### src/shared/audio_serial_pkg.sv
// Constants and types shared by the audio serial port and its buffer.
// Assumes a single system clock; the link pins are foreign to it.
package audio_serial_pkg;

  localparam int WORD_BITS = 16;
  localparam int SLOT_BITS = 2;
  localparam int BIT_CNT_BITS = 4;
  localparam int SYNC_STAGES = 3;
  localparam int BUF_DEPTH = 2;
  localparam int SLOTS_MAX = 4;

  localparam logic [BIT_CNT_BITS-1:0] LAST_BIT_16 = 4'hf;
  localparam logic [BIT_CNT_BITS-1:0] LAST_BIT_8 = 4'h7;
  localparam logic [BIT_CNT_BITS-1:0] BIT_CNT_RESET = 4'h0;
  localparam logic [SLOT_BITS-1:0] SLOT_FIRST = 2'h0;
  localparam logic [SLOT_BITS-1:0] SLOT_LAST = 2'h3;
  localparam logic [WORD_BITS-1:0] WORD_RESET = 16'h0000;

  typedef enum logic {PH_IDLE, PH_ACTIVE} phase_e;

endpackage

### src/rtl/audio_serial_port.sv
// Full-duplex audio serial port: receive and transmit shifters with
// frame sync, word length and slot handling, plus word buffers.
// Assumes shift clocks and frame syncs come from the codec and run well
// below the system clock (at least four system cycles per half period).
// Operation
// RULE_01: Receive and transmit run independently, each with clock, frame sync, data.
// RULE_02: Separate clocks and frame syncs per direction give asynchronous mode.
// RULE_03: Synchronous mode times both directions from one clock and one frame sync.
// RULE_04: Word length selectable between 8 and 16 bits.
// RULE_05: A frame holds at most four slots, one word each.
// RULE_06: Normal mode moves exactly one word per frame each way.
// RULE_07: Network mode moves successive words into successive slots of a frame.
// RULE_08: Every frame begins at the frame sync pulse.
// RULE_09: Slot counter returns to first slot on frame sync, advances per word.
`timescale 1ns/1ps
module audio_serial_port
  import audio_serial_pkg::*;
#(
  parameter int DEPTH = BUF_DEPTH
) (
  input wire logic clk,
  input wire logic rstn,
  input wire logic syncMode,
  input wire logic wordLen16,
  input wire logic networkMode,
  input wire logic [SLOT_BITS-1:0] lastSlot,
  input wire logic rxSclk,
  input wire logic rxFs,
  input wire logic rxSd,
  input wire logic txSclk,
  input wire logic txFs,
  output logic txSd,
  output logic [WORD_BITS-1:0] rxWord,
  output logic [SLOT_BITS-1:0] rxSlot,
  output logic rxValid,
  input wire logic rxReady,
  input wire logic [WORD_BITS-1:0] txWord,
  input wire logic txValid,
  output logic txReady,
  output logic rxOverrun,
  output logic txUnderrun
);

  typedef struct packed {
    logic [SYNC_STAGES-1:0] rxClkSync;
    logic [SYNC_STAGES-1:0] rxFsSync;
    logic [SYNC_STAGES-1:0] rxSdSync;
    logic [SYNC_STAGES-1:0] txClkSync;
    logic [SYNC_STAGES-1:0] txFsSync;
    phase_e rxPhase;
    logic [BIT_CNT_BITS-1:0] rxBit;
    logic [SLOT_BITS-1:0] rxSlot;
    logic [WORD_BITS-1:0] rxShift;
    logic rxPush;
    logic [WORD_BITS-1:0] rxPushWord;
    logic [SLOT_BITS-1:0] rxPushSlot;
    logic rxOverrun;
    phase_e txPhase;
    logic [BIT_CNT_BITS-1:0] txBit;
    logic [SLOT_BITS-1:0] txSlot;
    logic [WORD_BITS-1:0] txShift;
    logic txPop;
    logic txSd;
    logic txUnderrun;
  } state_s;

  localparam state_s STATE_RESET = '{
    rxPhase: PH_IDLE, txPhase: PH_IDLE, rxBit: BIT_CNT_RESET, txBit: BIT_CNT_RESET,
    rxSlot: SLOT_FIRST, txSlot: SLOT_FIRST, rxPushSlot: SLOT_FIRST,
    rxShift: WORD_RESET, rxPushWord: WORD_RESET, txShift: WORD_RESET,
    default: '0};

  state_s s_r;
  state_s s_nxt;

  logic rxInReady;
  logic txOutValid;
  logic [WORD_BITS-1:0] txOutWord;
  logic rxOutValid;
  logic [SLOT_BITS+WORD_BITS-1:0] rxOutData;
  logic txInReady;

  logic rxRise;
  logic txClkNow;
  logic txClkPrev;
  logic txFsNow;
  logic txRise;
  logic txFall;
  logic txLoad;
  logic [WORD_BITS-1:0] rxShifted;

  function automatic logic [BIT_CNT_BITS-1:0] lastBit(input logic long16);
    return long16 ? LAST_BIT_16 : LAST_BIT_8;
  endfunction

  // Whether another slot follows the current one in this frame
  function automatic logic moreSlots(input logic network, input logic [SLOT_BITS-1:0] slot,
                                     input logic [SLOT_BITS-1:0] last);
    return network && slot != last && slot != SLOT_LAST;
  endfunction

  always_comb begin
    s_nxt = s_r;
    // Stage 0 feeds only stage 1; stage 2 is the edge-detect history
    s_nxt.rxClkSync = {s_r.rxClkSync[1:0], rxSclk};
    s_nxt.rxFsSync = {s_r.rxFsSync[1:0], rxFs};
    s_nxt.rxSdSync = {s_r.rxSdSync[1:0], rxSd};
    s_nxt.txClkSync = {s_r.txClkSync[1:0], txSclk};
    s_nxt.txFsSync = {s_r.txFsSync[1:0], txFs};

    rxRise = s_r.rxClkSync[1] & ~s_r.rxClkSync[2]; // RULE_01
    // Shared clock and sync in synchronous mode, own pins otherwise
    txClkNow = syncMode ? s_r.rxClkSync[1] : s_r.txClkSync[1]; // RULE_02 RULE_03
    txClkPrev = syncMode ? s_r.rxClkSync[2] : s_r.txClkSync[2]; // RULE_03
    txFsNow = syncMode ? s_r.rxFsSync[1] : s_r.txFsSync[1]; // RULE_02 RULE_03
    txRise = txClkNow & ~txClkPrev;
    txFall = ~txClkNow & txClkPrev;

    // Receive: frame sync seen on a rising edge; first bit on the next one
    s_nxt.rxPush = 1'b0;
    s_nxt.rxOverrun = 1'b0;
    rxShifted = {s_r.rxShift[WORD_BITS-2:0], s_r.rxSdSync[1]};
    if (rxRise) begin
      if (s_r.rxFsSync[1]) begin
        s_nxt.rxPhase = PH_ACTIVE; // RULE_08
        s_nxt.rxBit = BIT_CNT_RESET;
        s_nxt.rxSlot = SLOT_FIRST; // RULE_09
      end else begin
        case (s_r.rxPhase)
          PH_ACTIVE: begin
            s_nxt.rxShift = rxShifted;
            if (s_r.rxBit == lastBit(wordLen16)) begin // RULE_04
              // Buffer full: word is dropped and flagged rather than stalling the link
              s_nxt.rxPush = rxInReady;
              s_nxt.rxOverrun = ~rxInReady;
              s_nxt.rxPushWord = wordLen16 ? rxShifted : {8'h00, rxShifted[7:0]}; // RULE_04
              s_nxt.rxPushSlot = s_r.rxSlot;
              s_nxt.rxBit = BIT_CNT_RESET;
              if (moreSlots(networkMode, s_r.rxSlot, lastSlot)) begin // RULE_05 RULE_07
                s_nxt.rxSlot = s_r.rxSlot + 2'h1; // RULE_09
              end else begin
                s_nxt.rxPhase = PH_IDLE; // RULE_06
              end
            end else begin
              s_nxt.rxBit = s_r.rxBit + 4'h1;
            end
          end
          default: begin
            s_nxt.rxPhase = PH_IDLE;
          end
        endcase
      end
    end

    // Transmit: load on frame sync, shift out MSB first on falling edges
    s_nxt.txPop = 1'b0;
    s_nxt.txUnderrun = 1'b0;
    txLoad = 1'b0;
    if (txRise && txFsNow) begin
      s_nxt.txPhase = PH_ACTIVE; // RULE_08
      s_nxt.txBit = BIT_CNT_RESET;
      s_nxt.txSlot = SLOT_FIRST; // RULE_09
      txLoad = 1'b1;
    end else if (txFall) begin
      case (s_r.txPhase)
        PH_ACTIVE: begin
          s_nxt.txSd = wordLen16 ? s_r.txShift[15] : s_r.txShift[7]; // RULE_04
          s_nxt.txShift = {s_r.txShift[WORD_BITS-2:0], 1'b0};
          if (s_r.txBit == lastBit(wordLen16)) begin
            s_nxt.txBit = BIT_CNT_RESET;
            if (moreSlots(networkMode, s_r.txSlot, lastSlot)) begin // RULE_05 RULE_07
              s_nxt.txSlot = s_r.txSlot + 2'h1; // RULE_09
              txLoad = 1'b1;
            end else begin
              s_nxt.txPhase = PH_IDLE; // RULE_06
            end
          end else begin
            s_nxt.txBit = s_r.txBit + 4'h1;
          end
        end
        default: begin
          s_nxt.txSd = 1'b0;
        end
      endcase
    end
    // Empty buffer: send silence so frame timing is never disturbed
    if (txLoad) begin
      if (txOutValid) begin
        s_nxt.txShift = txOutWord;
        s_nxt.txPop = 1'b1;
      end else begin
        s_nxt.txShift = WORD_RESET;
        s_nxt.txUnderrun = 1'b1;
      end
    end
  end

  always_ff @(posedge clk or negedge rstn) begin
    if (!rstn) begin
      s_r <= STATE_RESET;
    end else begin
      s_r <= s_nxt;
    end
  end

  slot_fifo #(
    .WIDTH(SLOT_BITS + WORD_BITS),
    .DEPTH(DEPTH)
  ) rxBuf (
    .clk(clk),
    .rstn(rstn),
    .inValid(s_r.rxPush),
    .inReady(rxInReady),
    .inData({s_r.rxPushSlot, s_r.rxPushWord}),
    .outValid(rxOutValid),
    .outReady(rxReady),
    .outData(rxOutData)
  );

  slot_fifo #(
    .WIDTH(WORD_BITS),
    .DEPTH(DEPTH)
  ) txBuf (
    .clk(clk),
    .rstn(rstn),
    .inValid(txValid),
    .inReady(txInReady),
    .inData(txWord),
    .outValid(txOutValid),
    .outReady(s_r.txPop),
    .outData(txOutWord)
  );

  assign txSd = s_r.txSd;
  assign rxOverrun = s_r.rxOverrun;
  assign txUnderrun = s_r.txUnderrun;
  assign rxValid = rxOutValid;
  assign rxWord = rxOutData[WORD_BITS-1:0];
  assign rxSlot = rxOutData[SLOT_BITS+WORD_BITS-1:WORD_BITS];
  assign txReady = txInReady;

endmodule

### src/rtl/slot_fifo.sv
// Small shift-register FIFO with valid/ready on both sides.
// Head entry is a flop, so the read side sees registered data and flags.
`timescale 1ns/1ps
module slot_fifo
  import audio_serial_pkg::*;
#(
  parameter int WIDTH = WORD_BITS,
  parameter int DEPTH = BUF_DEPTH
) (
  input wire logic clk,
  input wire logic rstn,
  input wire logic inValid,
  output logic inReady,
  input wire logic [WIDTH-1:0] inData,
  output logic outValid,
  input wire logic outReady,
  output logic [WIDTH-1:0] outData
);

  localparam int CW = $clog2(DEPTH + 1);
  localparam logic [CW-1:0] ONE = CW'(1);
  localparam logic [CW-1:0] FULL = CW'(DEPTH);

  typedef struct packed {
    logic [DEPTH-1:0][WIDTH-1:0] data;
    logic [CW-1:0] count;
    logic inReady;
    logic outValid;
  } buf_s;

  localparam buf_s BUF_RESET = '{data: '0, count: '0, inReady: 1'b1, outValid: 1'b0};

  buf_s s_r;
  buf_s s_nxt;
  logic push;
  logic pop;
  logic [CW-1:0] wrIdx;

  always_comb begin
    s_nxt = s_r;
    push = inValid & s_r.inReady;
    pop = outReady & s_r.outValid;
    wrIdx = pop ? s_r.count - ONE : s_r.count;
    if (pop) begin
      for (int i = 0; i < DEPTH - 1; i++) begin
        s_nxt.data[i] = s_r.data[i+1];
      end
    end
    if (push) begin
      s_nxt.data[wrIdx] = inData;
    end
    if (push && !pop) begin
      s_nxt.count = s_r.count + ONE;
    end else if (pop && !push) begin
      s_nxt.count = s_r.count - ONE;
    end
    // Flags precomputed so both ready and valid leave from flops
    s_nxt.outValid = s_nxt.count != '0;
    s_nxt.inReady = s_nxt.count != FULL;
  end

  always_ff @(posedge clk or negedge rstn) begin
    if (!rstn) begin
      s_r <= BUF_RESET;
    end else begin
      s_r <= s_nxt;
    end
  end

  assign inReady = s_r.inReady;
  assign outValid = s_r.outValid;
  assign outData = s_r.data[0];

endmodule

### config.mk
export PLATFORM = sky130hd
export DESIGN_NAME = audio_serial_port
export DESIGN_NICKNAME = d
export VERILOG_FILES = /design/src/shared/audio_serial_pkg.sv /design/src/rtl/audio_serial_port.sv /design/src/rtl/slot_fifo.sv
export SDC_FILE = /design/constraint.sdc
export NUM_CORES = 1
export LEC_CHECK = 0
export BUFFER_PORTS_ARGS = -buffer_cell sky130_fd_sc_hd__buf_2
export CORE_MARGIN = 1
export CORE_UTILIZATION = 50
export DETAILED_ROUTE_END_ITERATION = 10
export PLACE_DENSITY_LB_ADDON = 0.3
export SYNTH_ARGS = -nofsm -noshare
export SYNTH_HDL_FRONTEND = slang
export SYNTH_SLANG_ARGS = --single-unit
### constraint.sdc
create_clock -name clk -period 5.83 [get_ports clk]
set_input_delay 1.166 -clock clk [delete_from_list [all_inputs] [get_ports clk]]
set_output_delay 1.166 -clock clk [all_outputs]
set_load 0.01 [all_outputs]
==> impl_results.html <==
<table>
<tr><th>Metric</th><th>Value</th></tr>
<tr><th colspan="2">Status</th></tr>
<tr><td>Outcome</td><td>finished clean</td></tr>
<tr><th colspan="2">Drt</th></tr>
<tr><td>Remaining antenna violation count after routing</td><td>0</td></tr>
<tr><td>DRC viols</td><td>0</td></tr>
<tr><td>Max layer used</td><td>met4</td></tr>
<tr><td>DRT iter0 DRCs</td><td>between 300 and 400</td></tr>
<tr><td>M1 WL</td><td>a little under 6000 um</td></tr>
<tr><td>Total iterations of the first detailed-routing run</td><td>5</td></tr>
<tr><td>Routed wire length</td><td>13,100 um</td></tr>
<tr><td>Met2 wire len</td><td>between 6000 and 7000 um</td></tr>
<tr><td>Detail-routed via count per cell</td><td>approximately 5.7</td></tr>
<tr><td>Met3 wire len</td><td>459 um</td></tr>
<tr><td>Overall via count from detail_route</td><td>between 4,000 and 5,000</td></tr>
<tr><td>Routed length per instance</td><td>about 16 um</td></tr>
<tr><th colspan="2">Critical path</th></tr>
<tr><td>Critical Path End Type</td><td>register</td></tr>
<tr><td>Capture instance of the worst register-to-register path</td><td>txBuf.s_r[24]</td></tr>
<tr><td>CP startpoint kind</td><td>primary input</td></tr>
<tr><td>Critical path capture point</td><td>s_r[5]</td></tr>
<tr><td>Maximum fanout along the worst path</td><td>17</td></tr>
<tr><td>R2r setup slk</td><td>3340 ps</td></tr>
<tr><td>Critical path launch point</td><td>syncMode</td></tr>
<tr><td>Crit Reg-Reg Startpoint</td><td>txBuf.outValid</td></tr>
<tr><td>Worst Path Required</td><td>6160 ps</td></tr>
<tr><td>Crit path kind</td><td>primary input to register</td></tr>
<tr><td>R2r worst-path depth</td><td>4</td></tr>
<tr><td>Data arrival, critical path</td><td>roughly 3000 ps</td></tr>
<tr><th colspan="2">Placement</th></tr>
<tr><td>I/O Buffers</td><td>52</td></tr>
<tr><td>Final GP Congestion</td><td>between 0.8 and 0.9</td></tr>
<tr><td>Detailed placement HPWL</td><td>8460 um</td></tr>
<tr><th colspan="2">Clock network</th></tr>
<tr><td>Root buffer selected by CTS</td><td>sky130_fd_sc_hd__clkbuf_16</td></tr>
<tr><td>Cts hold-fix bufs</td><td>0</td></tr>
<tr><td>Resized cells post-CTS</td><td>0</td></tr>
<tr><td>Clock-pin slew reported for the worst setup and hold paths after clock tree synthesis</td><td>60 ps</td></tr>
<tr><td>H-tree lvl count</td><td>4</td></tr>
<tr><td>Number of buffers inserted during clock tree synthesis</td><td>17</td></tr>
<tr><td>Number of setup buffers added after CTS</td><td>0</td></tr>
<tr><td>Clock latency on the worst-skew pair</td><td>~420 ps</td></tr>
<tr><td>TritonCTS clock tree</td><td>done</td></tr>
<tr><td>CTS sink cnt</td><td>156</td></tr>
<tr><td>Longest Clk Path Bufs</td><td>2</td></tr>
<tr><th colspan="2">Synthesis</th></tr>
<tr><td>FF+latch count, synth</td><td>156</td></tr>
<tr><td>Count leader, synth</td><td>sky130_fd_sc_hd__dfrtp_1</td></tr>
<tr><td>Number of standard cells after synthesis</td><td>between 500 and 600</td></tr>
<tr><td>Post-synth net total</td><td>around 600</td></tr>
<tr><td>Async set or reset register ratio after synthesis</td><td>1.00</td></tr>
<tr><td>Warnings, synthesis</td><td>0</td></tr>
<tr><td>Combined area of all synthesized cells</td><td>approximately 7000 um^2</td></tr>
<tr><td>Leading post-synthesis cells by cell area</td><td>sky130_fd_sc_hd__dfrtp_1, sky130_fd_sc_hd__mux2_2, sky130_fd_sc_hd__mux2i_1, sky130_fd_sc_hd__nand2_1, sky130_fd_sc_hd__o21ai_0</td></tr>
<tr><td>Number of enable-type register cells in the synthesized netlist</td><td>0</td></tr>
<tr><td>Most used flip-flop cell after synthesis</td><td>sky130_fd_sc_hd__dfrtp_1</td></tr>
<tr><td>Average cell area after synthesis</td><td>between 10 and 15 um^2</td></tr>
<tr><td>Cell type with the largest total area after synthesis</td><td>sky130_fd_sc_hd__dfrtp_1</td></tr>
<tr><td>Number of library cell types mapped by synthesis</td><td>58</td></tr>
<tr><td>Top cells by count, synth</td><td>sky130_fd_sc_hd__dfrtp_1, sky130_fd_sc_hd__nand2_1, sky130_fd_sc_hd__mux2_2, sky130_fd_sc_hd__mux2i_1, sky130_fd_sc_hd__o21ai_0</td></tr>
<tr><td>Share of synthesized area occupied by flip-flops and latches</td><td>0.561</td></tr>
<tr><td>Top cell type's share of synthesized area</td><td>0.553</td></tr>
<tr><th colspan="2">GRT</th></tr>
<tr><td>Pin count of the biggest net entering global routing</td><td>around 110</td></tr>
<tr><td>Total GRT Usage</td><td>0.198</td></tr>
<tr><td>Remaining global-route overflow</td><td>0</td></tr>
<tr><td>Via count of the first global-routing pass</td><td>between 4,000 and 5,000</td></tr>
<tr><td>Initial antenna violation count</td><td>0</td></tr>
<tr><td>First-pass GRT wire length</td><td>~22,000 um</td></tr>
<tr><th colspan="2">Floorplan</th></tr>
<tr><td>Total I/O pin count</td><td>53</td></tr>
<tr><td>Floorplan die height</td><td>120 um</td></tr>
<tr><td>Area of the die</td><td>14,400 um^2</td></tr>
<tr><td>Area of the core</td><td>around 13,000 um^2</td></tr>
<tr><td>Width of the die</td><td>roughly 120 um</td></tr>
<tr><td>Site Rows</td><td>42</td></tr>
<tr><td>Starting utilization of the core area</td><td>0.520</td></tr>
<tr><th colspan="2">Cells and area</th></tr>
<tr><td>Antenna diode count</td><td>0</td></tr>
<tr><td>Area Growth Syn to Fin</td><td>11.8%</td></tr>
<tr><td>Fin nets</td><td>around 640</td></tr>
<tr><td>Fraction of final layout cells with drive strength greater than 1</td><td>0.260</td></tr>
<tr><td>Layout Utilization</td><td>0.581</td></tr>
<tr><td>Number of fill cells in the layout</td><td>1,104</td></tr>
<tr><th colspan="2">Timing</th></tr>
<tr><td>Achievable frequency</td><td>~0.37 GHz</td></tr>
<tr><td>Unrepaired setup endpoints after global routing</td><td>no</td></tr>
<tr><td>Final Hold Viols</td><td>0</td></tr>
<tr><td>Worst slew margin relative to its limit</td><td>0.234</td></tr>
<tr><td>Setup TNS Final</td><td>0 ps</td></tr>
<tr><td>Transition time of the tightest slew-check pin</td><td>1140 ps</td></tr>
<tr><td>Worst clock skew on the final layout</td><td>6.92 ps</td></tr>
<tr><td>Minimum clock period</td><td>around 2700 ps</td></tr>
<tr><td>Post-route clock period utilization</td><td>0.459</td></tr>
<tr><td>Number of failing setup endpoints in the final timing report</td><td>0</td></tr>
<tr><td>Final-report max-slew violation count</td><td>0</td></tr>
<tr><th colspan="2">Pwr</th></tr>
<tr><td>Pwr Density</td><td>between 400 and 500 nW/um^2</td></tr>
<tr><td>Leakage power</td><td>roughly 3.7 nW</td></tr>
<tr><td>Largest voltage drop on the vdd net</td><td>around 0.25 mV</td></tr>
<tr><th colspan="2">Hold path</th></tr>
<tr><td>Type of the most critical hold path</td><td>register to register</td></tr>
<tr><th colspan="2">Run</th></tr>
<tr><td>Max Cap Violations</td><td>0</td></tr>
</table>
[placed cells by master, fill, tap and decap left out, types with 3 or more instances in the layout]
cell | synthesis | final
sky130_fd_sc_hd__nor2b_1 | 4 | 4
sky130_fd_sc_hd__ha_1 | 4 | 4
sky130_fd_sc_hd__dfrtp_1 | 154 | 154
sky130_fd_sc_hd__nand2b_1 | 3 | 3
sky130_fd_sc_hd__clkinv_2 | 0 | 4
sky130_fd_sc_hd__a31oi_1 | 9 | 9
sky130_fd_sc_hd__xor2_1 | 5 | 5
sky130_fd_sc_hd__o21ai_0 | 37 | 37
sky130_fd_sc_hd__mux2i_1 | 46 | 46
sky130_fd_sc_hd__nor3_1 | 16 | 16
sky130_fd_sc_hd__nand3_1 | 10 | 10
sky130_fd_sc_hd__inv_1 | 14 | 14
sky130_fd_sc_hd__o21ai_1 | 6 | 6
sky130_fd_sc_hd__mux2_2 | 59 | 59
sky130_fd_sc_hd__nand2_1 | 66 | 66
sky130_fd_sc_hd__o211ai_1 | 11 | 11
sky130_fd_sc_hd__a21oi_1 | 6 | 6
sky130_fd_sc_hd__nor2_1 | 7 | 7
sky130_fd_sc_hd__a41oi_1 | 6 | 6
sky130_fd_sc_hd__clkbuf_16 | 0 | 17
sky130_fd_sc_hd__buf_2 | 16 | 51
sky130_fd_sc_hd__inv_6 | 0 | 4
sky130_fd_sc_hd__xnor2_1 | 6 | 6
sky130_fd_sc_hd__and2_1 | 5 | 5
sky130_fd_sc_hd__buf_4 | 19 | 4
sky130_fd_sc_hd__o2111ai_1 | 15 | 15
[metal layers]
layer	global-route usage	vias up
met5	0	-
met4	0.0742	0
met3	0.0542	18
met2	0.323	91
met1	0.252	2281
li1	-	2143
[how the worst min path moves through the flow]
stage	start	end	slack, ps	cells past startpoint
after floorplan	s_nxt[76]	rxShifted[0]	330	0
after detailed placement	s_nxt[82]	s_nxt[83]	340	0
after CTS	s_nxt[82]	s_nxt[83]	350	0
final	s_nxt[82]	s_nxt[83]	350	0
after global routing	s_nxt[82]	s_nxt[83]	350	0
after global placement	s_nxt[73]	s_nxt[74]	340	0
[per-stage QoR]
step	setup slack, ps	cell area [um^2]	cells	total power [mW]	hold slack (ps)
floorplan	3350	6970	584	1.98	331
CTS	3200	7790	799	3.27	353
detailed placement	2750	7210	767	2.18	338
finish	3150	7790	799	3.24	351
global route	3060	7790	799	3.42	353
global placement	2830	7210	767	2.13	337
[critical path: stages]
cell,delay [ps]
sky130_fd_sc_hd__buf_2,120
sky130_fd_sc_hd__and4bb_2,260
sky130_fd_sc_hd__nor2_2,570
sky130_fd_sc_hd__nand2_1,540
sky130_fd_sc_hd__a41oi_1,340
[state kept, by name, indices dropped and copies added, names as in the netlist]
register	flops
rxBuf.outData	18
txBuf.outValid	1
rxOverrun	1
rxBuf.inReady	1
txBuf.inReady	1
txBuf.s_r	18
rxShifted	16
s_nxt	9
txSd	1
s_r	52
rxBuf.outValid	1
txUnderrun	1
rxBuf.s_r	20
txBuf.outData	16
[cell type report]
cell class | instances | area, um^2 | share of cell area
timing repair buffer | 56 | 297 | 0.0381
inverter | 14 | 52.6 | 0.00675
sequential | 156 | 3910 | 0.502
multi-input combinational | 365 | 2730 | 0.351
clock inverter | 13 | 140 | 0.0180
tap | 176 | 220 | 0.0283
clock buffer | 19 | 443 | 0.0569
[power by group]
group	switching, mW	internal [mW]	total, mW
clock network	0.441	0.645	1.09
logic	0.296	0.302	0.598
registers	0.213	1.35	1.56
total	0.950	2.29	3.24
[kinds of logic after synthesis]
logic type | after synthesis | synth area share
xor+xnor | 12 | 0.0162
fa+ha+maj | 4 | 0.00718
flops | 156 | 0.561
mux | 106 | 0.164
buf+inv | 63 | 0.0497
compound gates | 107 | 0.105
simple gates | 136 | 0.0982
(Power assumes the default switching activity.)
